==> src/i2c_slave_consts.svh <==
// Register offsets, field positions and reset values of the slave engine
`ifndef I2C_SLAVE_CONSTS_SVH
`define I2C_SLAVE_CONSTS_SVH

`define CTRL_OFS 8'h00
`define STAT1_OFS 8'h04
`define STAT2_OFS 8'h08
`define DATA_OFS 8'h0c
`define OWN_ADDR_OFS 8'h10

`define CTRL_IRQ_EN_BIT 0
`define CTRL_STOP_BIT 1
`define CTRL_ACK_EN_BIT 2

`define STAT1_START_SENT_BIT 0
`define STAT1_MASTER_BIT 1
`define STAT1_ADDR_BIT 2
`define STAT1_BYTE_BIT 3
`define STAT1_BUSY_BIT 4
`define STAT1_TRA_BIT 5
`define STAT1_EVENT_BIT 7

`define STAT2_FAULT_BIT 1
`define STAT2_STOP_BIT 3
`define STAT2_NACK_BIT 4

`define CTRL_RESET 3'h0
`define OWN_ADDR_RESET 7'h00
`define DATA_RESET 8'h00

`endif

==> src/i2c_slave_pkg.sv <==
// Types of the two-wire slave transfer engine
package i2c_slave_pkg;

   typedef enum logic [7:0] {
      PH_IDLE = 8'h01,
      PH_ADDR = 8'h02,
      PH_AACK = 8'h04,
      PH_RX = 8'h08,
      PH_RACK = 8'h10,
      PH_TX = 8'h20,
      PH_TACK = 8'h40,
      PH_HOLD = 8'h80
   } phase_t;

   typedef struct packed {
      logic scl_m;
      logic scl_s;
      logic scl_p;
      logic sda_m;
      logic sda_s;
      logic sda_p;
      phase_t ph;
      logic [3:0] cnt;
      logic [7:0] sh;
      logic [7:0] data_byte;
      logic irq_en;
      logic stop_req;
      logic ack_en;
      logic [6:0] own_addr;
      logic tra;
      logic busy;
      logic addr_f;
      logic byte_done;
      logic stop_seen;
      logic bus_fault;
      logic nack_seen;
      logic any_event;
      logic need_wr;
      logic seq;
      logic rel;
      logic hold;
      logic sda_drv;
      logic irq;
      logic pready;
      logic pslverr;
      logic [31:0] prdata;
   } state_t;

endpackage : i2c_slave_pkg

==> src/i2c_slave_engine.sv <==
// Two-wire slave byte transfer engine with an APB register port
`timescale 1ns/10ps
`include "i2c_slave_consts.svh"

module i2c_slave_engine #(
   parameter int ADDR_W = 8
) (
   input wire logic pclk, // System clock
   input wire logic presetn, // Asynchronous reset
   input wire logic psel, // APB select
   input wire logic penable, // APB enable
   input wire logic pwrite, // APB direction
   input wire logic [ADDR_W-1:0] paddr, // APB byte address
   input wire logic [31:0] pwdata, // APB write data
   output logic [31:0] prdata, // APB read data
   output logic pready, // APB ready
   output logic pslverr, // APB error
   input wire logic scl_i, // Clock line level
   output logic scl_o, // Clock line drive value
   output logic scl_oe_n, // Clock line drive enable
   input wire logic sda_i, // Data line level
   output logic sda_o, // Data line drive value
   output logic sda_oe_n, // Data line drive enable
   output logic irq // Interrupt request
);

   i2c_slave_pkg::state_t q;
   i2c_slave_pkg::state_t d;

   function automatic logic [31:0] read_mux(
      input i2c_slave_pkg::state_t s,
      input logic [ADDR_W-1:0] a
   );
      logic [31:0] r;
      r = 32'h0;
      case (a)
         ADDR_W'(`CTRL_OFS): begin
            r[`CTRL_IRQ_EN_BIT] = s.irq_en;
            r[`CTRL_STOP_BIT] = s.stop_req;
            r[`CTRL_ACK_EN_BIT] = s.ack_en;
         end
         ADDR_W'(`STAT1_OFS): begin
            r[`STAT1_EVENT_BIT] = s.any_event;
            r[`STAT1_TRA_BIT] = s.tra;
            r[`STAT1_BUSY_BIT] = s.busy;
            r[`STAT1_BYTE_BIT] = s.byte_done;
            r[`STAT1_ADDR_BIT] = s.addr_f;
            r[`STAT1_MASTER_BIT] = 1'b0;
            r[`STAT1_START_SENT_BIT] = 1'b0;
         end
         ADDR_W'(`STAT2_OFS): begin
            r[`STAT2_NACK_BIT] = s.nack_seen;
            r[`STAT2_STOP_BIT] = s.stop_seen;
            r[`STAT2_FAULT_BIT] = s.bus_fault;
         end
         ADDR_W'(`DATA_OFS): r[7:0] = s.data_byte;
         ADDR_W'(`OWN_ADDR_OFS): r[6:0] = s.own_addr;
         default: r = 32'h0;
      endcase
      return r;
   endfunction : read_mux

   function automatic logic is_mapped(input logic [ADDR_W-1:0] a);
      return (a == ADDR_W'(`CTRL_OFS)) || (a == ADDR_W'(`STAT1_OFS)) ||
         (a == ADDR_W'(`STAT2_OFS)) || (a == ADDR_W'(`DATA_OFS)) ||
         (a == ADDR_W'(`OWN_ADDR_OFS));
   endfunction : is_mapped

   always_comb begin
      logic rise;
      logic fall;
      logic start_c;
      logic stop_c;
      logic mid_byte;
      logic done;
      logic rd_stat1;
      logic rd_stat2;
      logic rd_data;
      logic wr_data;
      logic wr_ctrl;
      logic [7:0] nsh;
      rise = 1'b0;
      fall = 1'b0;
      start_c = 1'b0;
      stop_c = 1'b0;
      mid_byte = 1'b0;
      done = 1'b0;
      rd_stat1 = 1'b0;
      rd_stat2 = 1'b0;
      rd_data = 1'b0;
      wr_data = 1'b0;
      wr_ctrl = 1'b0;
      nsh = 8'h00;
      d = q;

      // Two-stage synchronisers, third stage only for edge finding
      d.scl_m = scl_i;
      d.scl_s = q.scl_m;
      d.scl_p = q.scl_s;
      d.sda_m = sda_i;
      d.sda_s = q.sda_m;
      d.sda_p = q.sda_s;
      rise = q.scl_s & ~q.scl_p;
      fall = ~q.scl_s & q.scl_p;
      start_c = q.scl_s & q.scl_p & ~q.sda_s & q.sda_p;
      stop_c = q.scl_s & q.scl_p & q.sda_s & ~q.sda_p;
      // A rise alone is no finished bit: a stop may still follow it
      mid_byte = ((q.ph == i2c_slave_pkg::PH_ADDR ||
         q.ph == i2c_slave_pkg::PH_RX) && (q.cnt > 4'h1)) ||
         ((q.ph == i2c_slave_pkg::PH_TX) && (q.cnt != 4'h0));

      // APB: one wait state, side effects at the completing edge
      d.pready = 1'b0;
      d.pslverr = 1'b0;
      if (psel && penable && !q.pready) begin
         d.pready = 1'b1;
         d.pslverr = ~is_mapped(paddr);
         d.prdata = pwrite ? 32'h0 : read_mux(q, paddr);
      end
      done = psel & penable & q.pready;
      rd_stat1 = done & ~pwrite & (paddr == ADDR_W'(`STAT1_OFS));
      rd_stat2 = done & ~pwrite & (paddr == ADDR_W'(`STAT2_OFS));
      rd_data = done & ~pwrite & (paddr == ADDR_W'(`DATA_OFS));
      wr_data = done & pwrite & (paddr == ADDR_W'(`DATA_OFS));
      wr_ctrl = done & pwrite & (paddr == ADDR_W'(`CTRL_OFS));

      if (wr_ctrl) begin
         d.irq_en = pwdata[`CTRL_IRQ_EN_BIT];
         d.ack_en = pwdata[`CTRL_ACK_EN_BIT];
         d.stop_req = pwdata[`CTRL_STOP_BIT];
         if (q.stop_req && !pwdata[`CTRL_STOP_BIT] && q.byte_done)
            d.rel = 1'b1;
      end
      if (done && pwrite && paddr == ADDR_W'(`OWN_ADDR_OFS))
         d.own_addr = pwdata[6:0];

      // Status-then-data sequencer
      if (rd_stat1) begin
         d.addr_f = 1'b0;
         if (q.byte_done || q.need_wr)
            d.seq = 1'b1;
      end
      if (rd_data && q.seq && !q.tra) begin
         d.byte_done = 1'b0;
         d.seq = 1'b0;
      end
      if (wr_data) begin
         d.data_byte = pwdata[7:0];
         if (q.seq && q.tra) begin
            d.byte_done = 1'b0;
            d.need_wr = 1'b0;
            d.seq = 1'b0;
            // First bit set up while the clock is still held
            if (q.hold)
               d.sda_drv = ~pwdata[7];
         end
      end
      if (rd_stat2) begin
         d.nack_seen = 1'b0;
         d.bus_fault = 1'b0;
         d.stop_seen = 1'b0;
         if (q.stop_seen)
            d.busy = 1'b0;
      end

      // Link engine; its flag sets come after and so win over clears
      if (stop_c) begin
         if (mid_byte)
            d.bus_fault = 1'b1;
         else if (q.busy)
            d.stop_seen = 1'b1;
         d.ph = i2c_slave_pkg::PH_IDLE;
         d.cnt = 4'h0;
         d.hold = 1'b0;
         d.sda_drv = 1'b0;
         d.need_wr = 1'b0;
         d.seq = 1'b0;
      end else if (start_c) begin
         if (mid_byte)
            d.bus_fault = 1'b1;
         d.ph = i2c_slave_pkg::PH_ADDR;
         d.cnt = 4'h0;
         d.hold = 1'b0;
         d.sda_drv = 1'b0;
         d.need_wr = 1'b0;
         d.seq = 1'b0;
      end else begin
         case (q.ph)
            i2c_slave_pkg::PH_IDLE: begin
               d.sda_drv = 1'b0;
               d.hold = 1'b0;
            end
            i2c_slave_pkg::PH_ADDR: begin
               if (rise) begin
                  nsh = {q.sh[6:0], q.sda_s};
                  d.sh = nsh;
                  d.cnt = q.cnt + 4'h1;
                  if (q.cnt == 4'h7) begin
                     d.cnt = 4'h0;
                     if (nsh[7:1] == q.own_addr) begin
                        d.tra = nsh[0];
                        d.busy = 1'b1;
                        d.ph = i2c_slave_pkg::PH_AACK;
                     end else begin
                        d.ph = i2c_slave_pkg::PH_IDLE;
                     end
                  end
               end
            end
            i2c_slave_pkg::PH_AACK: begin
               if (fall && q.cnt == 4'h0) begin
                  d.sda_drv = 1'b1;
                  d.cnt = 4'h1;
               end else if (fall) begin
                  d.sda_drv = 1'b0;
                  d.addr_f = 1'b1;
                  d.need_wr = q.tra;
                  d.hold = 1'b1;
                  d.cnt = 4'h0;
                  d.ph = i2c_slave_pkg::PH_HOLD;
               end
            end
            i2c_slave_pkg::PH_RX: begin
               if (rise) begin
                  nsh = {q.sh[6:0], q.sda_s};
                  d.sh = nsh;
                  d.cnt = q.cnt + 4'h1;
                  if (q.cnt == 4'h7) begin
                     d.data_byte = nsh;
                     d.cnt = 4'h0;
                     d.ph = i2c_slave_pkg::PH_RACK;
                  end
               end
            end
            i2c_slave_pkg::PH_RACK: begin
               if (fall && q.cnt == 4'h0) begin
                  d.sda_drv = q.ack_en;
                  d.cnt = 4'h1;
               end else if (fall) begin
                  d.sda_drv = 1'b0;
                  d.byte_done = 1'b1;
                  d.cnt = 4'h0;
                  if (q.rel) begin
                     d.rel = 1'b0;
                     d.ph = i2c_slave_pkg::PH_IDLE;
                  end else begin
                     d.hold = 1'b1;
                     d.ph = i2c_slave_pkg::PH_HOLD;
                  end
               end
            end
            i2c_slave_pkg::PH_TX: begin
               if (fall) begin
                  d.cnt = q.cnt + 4'h1;
                  nsh = {q.sh[6:0], 1'b0};
                  d.sh = nsh;
                  d.sda_drv = ~nsh[7];
                  if (q.cnt == 4'h7) begin
                     d.sda_drv = 1'b0;
                     d.cnt = 4'h0;
                     d.ph = i2c_slave_pkg::PH_TACK;
                  end
               end
            end
            i2c_slave_pkg::PH_TACK: begin
               if (rise && q.cnt == 4'h0)
                  d.cnt = q.sda_s ? 4'h2 : 4'h1;
               if (q.scl_s && q.sda_s && q.cnt != 4'h1)
                  d.nack_seen = 1'b1;
               if (fall && q.cnt == 4'h1) begin
                  d.byte_done = 1'b1;
                  d.cnt = 4'h0;
                  if (q.rel) begin
                     d.rel = 1'b0;
                     d.ph = i2c_slave_pkg::PH_IDLE;
                  end else begin
                     d.hold = 1'b1;
                     d.need_wr = 1'b1;
                     d.ph = i2c_slave_pkg::PH_HOLD;
                  end
               end else if (fall && q.cnt == 4'h2) begin
                  d.cnt = 4'h0;
                  d.ph = i2c_slave_pkg::PH_IDLE;
               end
            end
            i2c_slave_pkg::PH_HOLD: begin
               if (q.rel) begin
                  d.rel = 1'b0;
                  d.hold = 1'b0;
                  d.ph = i2c_slave_pkg::PH_IDLE;
               end else if (!q.addr_f && !q.byte_done && !q.need_wr) begin
                  d.hold = 1'b0;
                  d.cnt = 4'h0;
                  if (q.tra) begin
                     d.sh = q.data_byte;
                     d.sda_drv = ~q.data_byte[7];
                     d.ph = i2c_slave_pkg::PH_TX;
                  end else begin
                     d.ph = i2c_slave_pkg::PH_RX;
                  end
               end
            end
            default: begin
               d.ph = i2c_slave_pkg::PH_IDLE;
               d.hold = 1'b0;
               d.sda_drv = 1'b0;
            end
         endcase
      end

      d.any_event = d.addr_f | d.byte_done | d.stop_seen | d.bus_fault |
         d.nack_seen;
      d.irq = d.any_event & d.irq_en;
   end

   always_ff @(posedge pclk or negedge presetn) begin
      if (!presetn) begin
         q <= '0;
         q.scl_m <= 1'b1;
         q.scl_s <= 1'b1;
         q.scl_p <= 1'b1;
         q.sda_m <= 1'b1;
         q.sda_s <= 1'b1;
         q.sda_p <= 1'b1;
         q.ph <= i2c_slave_pkg::PH_IDLE;
         q.data_byte <= `DATA_RESET;
         q.own_addr <= `OWN_ADDR_RESET;
         {q.ack_en, q.stop_req, q.irq_en} <= `CTRL_RESET;
      end else begin
         q <= d;
      end
   end

   assign prdata = q.prdata;
   assign pready = q.pready;
   assign pslverr = q.pslverr;
   assign scl_o = 1'b0;
   assign sda_o = 1'b0;
   assign scl_oe_n = ~q.hold;
   assign sda_oe_n = ~q.sda_drv;
   assign irq = q.irq;

endmodule : i2c_slave_engine

==> config.mk <==
export PLATFORM = sky130hd
export DESIGN_NAME = i2c_slave_engine
export DESIGN_NICKNAME = d
export VERILOG_FILES = /design/src/i2c_slave_pkg.sv /design/src/i2c_slave_engine.sv
export VERILOG_INCLUDE_DIRS = /design/src
export SDC_FILE = /design/constraint.sdc
export NUM_CORES = 1
export LEC_CHECK = 0
export ABC_AREA = 0
export BUFFER_PORTS_ARGS = -buffer_cell sky130_fd_sc_hd__buf_2
export CAP_MARGIN = 20
export CORE_MARGIN = 4
export CORE_UTILIZATION = 56
export DETAILED_ROUTE_END_ITERATION = 16
export PLACE_DENSITY = 0.92
export SETUP_SLACK_MARGIN = 0.4
export SYNTH_ARGS = -nofsm -noshare
export SYNTH_HDL_FRONTEND = slang
export SYNTH_SLANG_ARGS = --single-unit
==> constraint.sdc <==
create_clock -name pclk -period 2.7 [get_ports pclk]
set_input_delay 0.27 -clock pclk [delete_from_list [all_inputs] [get_ports pclk]]
set_output_delay 0.27 -clock pclk [all_outputs]
set_load 0.005 [all_outputs]
==> flow_summary.json <==
{
  "status": "finished, final reports clean",
  "holdCritPathClass": "primary input to register",
  "cp-end-kind": "register",
  "arrival_ns": 2.58,
  "drt.antenna.violating_nets": 0,
  "initial_core_util_pct": 58.0,
  "clock_skew_ns": 0.0132,
  "post_drt_wl_per_cell_um": 19.4,
  "grt_max_degree": 68,
  "hold_viol_final": 0,
  "coreArea_mm2": 0.00729,
  "antenna_cells": 0,
  "critPathRequiredTime_ns": 2.94,
  "nFillCells": 540,
  "async_flop_share_pct": 100,
  "path_cells": "or4_4 -> or3_4 -> nand3_1 -> a211oi_2 -> or2_4 -> mux2_4",
  "dr.pass1.iters": 6,
  "worst_pin_slew_ns": 0.649,
  "final_cell_mix": "55 x dfrtp_1, 40 x nand2_1, 35 x buf_2",
  "met2_length_um": 5250,
  "gp_congestion": 0.953,
  "vdd_drop_max_v": 0.000311,
  "rsz0062_at_grt": "true",
  "layout_commonest_cell": "dfrtp_1",
  "clkTransAtPathRegs_ns": 0.07,
  "slowest_delay_ns": 0.57,
  "numCtsBuffers": 9,
  "portBuffers": 35,
  "grt_overflow": 0,
  "critPathLaunch": "q[85]",
  "cp_max_fo": 5,
  "wl_met3_um": 1140,
  "drive_gt1_share_pct": 30.9,
  "critical_path_class": "register to register",
  "min_from": "sda_i",
  "cap_violations": 0,
  "drv_slew": 0,
  "rows": 31,
  "die_h_um": 94.9,
  "syn-instance-count": 430,
  "drt-total-wl_um": 11400,
  "cts_tree": "done",
  "p_leak_nw": 2.19,
  "layout_min_cycle_time_ns": 2.35,
  "worstReg2RegStart": "q[85]",
  "holdWs_ns": 0.0183,
  "fin_crit_sh_pct": 87.0,
  "p_per_area_mw_per_mm2": 469,
  "syn_to_final_growth_pct": 14.4,
  "met1_length_um": 4490,
  "ys_ff_latch": 67,
  "top_layer": "met4",
  "grt_pass1_wl_um": 18000,
  "nets": 531,
  "drc": 0,
  "synth.cell_area_mm2": 0.00423,
  "synth_ff_type": "dfrtp_1",
  "grt_usage_pct": 26.0,
  "yosysWarnings": 0,
  "grt_pass1_vias": 3537,
  "clockBufferDepth": 2,
  "slew_headroom_pct": 56.1,
  "vias": 3823,
  "yosysUniqueCellTypes": 78,
  "synth_area_per_cell_um2": 9.84,
  "fmax_mhz": 426,
  "slowest_stage": "or4_4",
  "power.total_mw": 2.27,
  "chipWidth_um": 94.9,
  "rrSetupSlack_ns": 0.35,
  "cts-root-buf": "clkbuf_8",
  "viasPerCell": 6.55,
  "synth_edf_count": 0,
  "ys_seq_area_share_pct": 39.8,
  "critPathLaunchType": "register",
  "finalSetupViolations": 0,
  "antenna_found_initial": 0,
  "clkSinkCount": 67,
  "io_pins": 86,
  "setup_tns_ns": 0,
  "dp_hpwl_um": 7810,
  "dieArea_mm2": 0.00901,
  "htreeDepth": 3,
  "clock_latency_ns": 0.36,
  "first_iter_violations": 446
}
==> layout make-up <==
type,count,area (um2),share of cell area (%)
sequential,67,1690,35.0
multi-input combinational,323,2320,48.0
clock inverter,7,73.8,1.53
timing repair buffer,71,475,9.82
tap,99,124,2.56
clock buffer,9,124,2.56
inverter,8,30.0,0.620
==> synthesized netlist by cell type (9+ instances only) <==
| master | n | area [um2] |
|---|---|---|
| dfrtp_1 | 60 | 1500 |
| nand2_1 | 40 | 150 |
| buf_4 | 34 | 255 |
| nor2_1 | 21 | 78.8 |
| a21oi_1 | 16 | 80.1 |
| o21ai_1 | 14 | 70.1 |
| nand3_1 | 13 | 65.1 |
| buf_2 | 11 | 55.1 |
| mux2_2 | 11 | 124 |
| a22o_1 | 10 | 87.6 |
| clkbuf_1 | 9 | 33.8 |
| nand4_1 | 9 | 56.3 |
==> routing by layer <==
| metal | vias to the layer above | GRT usage, % |
|---|---|---|
| met5 | - | 0 |
| met4 | 0 | 14.1 |
| met3 | 58 | 5.74 |
| met2 | 295 | 39.6 |
| met1 | 1844 | 34.4 |
| li1 | 1626 | - |
==> power by group <==
part | switching, mW | total [mW] | internal [mW]
Sequential | 0.0429 | 1.08 | 1.03
Combinational | 0.192 | 0.332 | 0.139
Clock | 0.430 | 0.861 | 0.431
Total | 0.665 | 2.27 | 1.60
==> critical path, delay by kind of cell (launching register included) <==
kind | cells | cell delay (ns)
compound gates | 1 | 0.10
mux | 1 | 0.30
flops | 1 | 0.46
simple gates | 4 | 1.37
==> cell families (layout without fill, tap and decap cells) <==
group | Yosys count | in the layout | share of synthesized area [%]
other cells | 1 | 26 | 0.0886
fa+ha+maj | 4 | 4 | 1.18
buf+inv | 65 | 95 | 9.85
flops | 67 | 67 | 39.8
compound gates | 90 | 90 | 15.6
mux | 29 | 29 | 7.75
xor+xnor | 12 | 12 | 2.48
simple gates | 162 | 162 | 23.2
==> flip-flops by register name, summed over array words and instances (netlist names) <==
signal and cells:
pslverr 1, pready 1, irq 1, q 52
prdata 8, d 4
==> final timing paths <==
kind,cells after the start,endpoint
worst max-delay path,6,q[85]
worst min-delay path,1,d[87]
max in group asynchronous,3,q[86]
worst max register to register,6,q[85]
min in group asynchronous,3,q[80]
worst min register to register,0,d[86]
==> metrics by stage <==
step           instance area [um2]  std cells  worst slack (ns)  util [%]
2_1_floorplan                 4330        455             0.399         -
3_3_place_gp                  4380        548             0.279      60.0
3_5_place_dp                  4380        548             0.177      60.0
4_1_cts                       4730        577             0.392      64.9
5_1_grt                       4840        584             0.329      66.4
6_report                      4840        584             0.352      66.4
==> repair_timing <==
| item | in CTS | in global routing |
|---|---|---|
| setup buffers | 12 | 6 |
| hold endpoints to repair | 60 | 1 |
| gates cloned | 0 | 0 |
| hold buffers | 1 | 1 |
| setup endpoints to repair | 19 | 28 |
| gates resized for setup | 11 | 12 |
| pin swaps | 7 | 6 |
No activity file was read; power rests on OpenSTA's default activity.
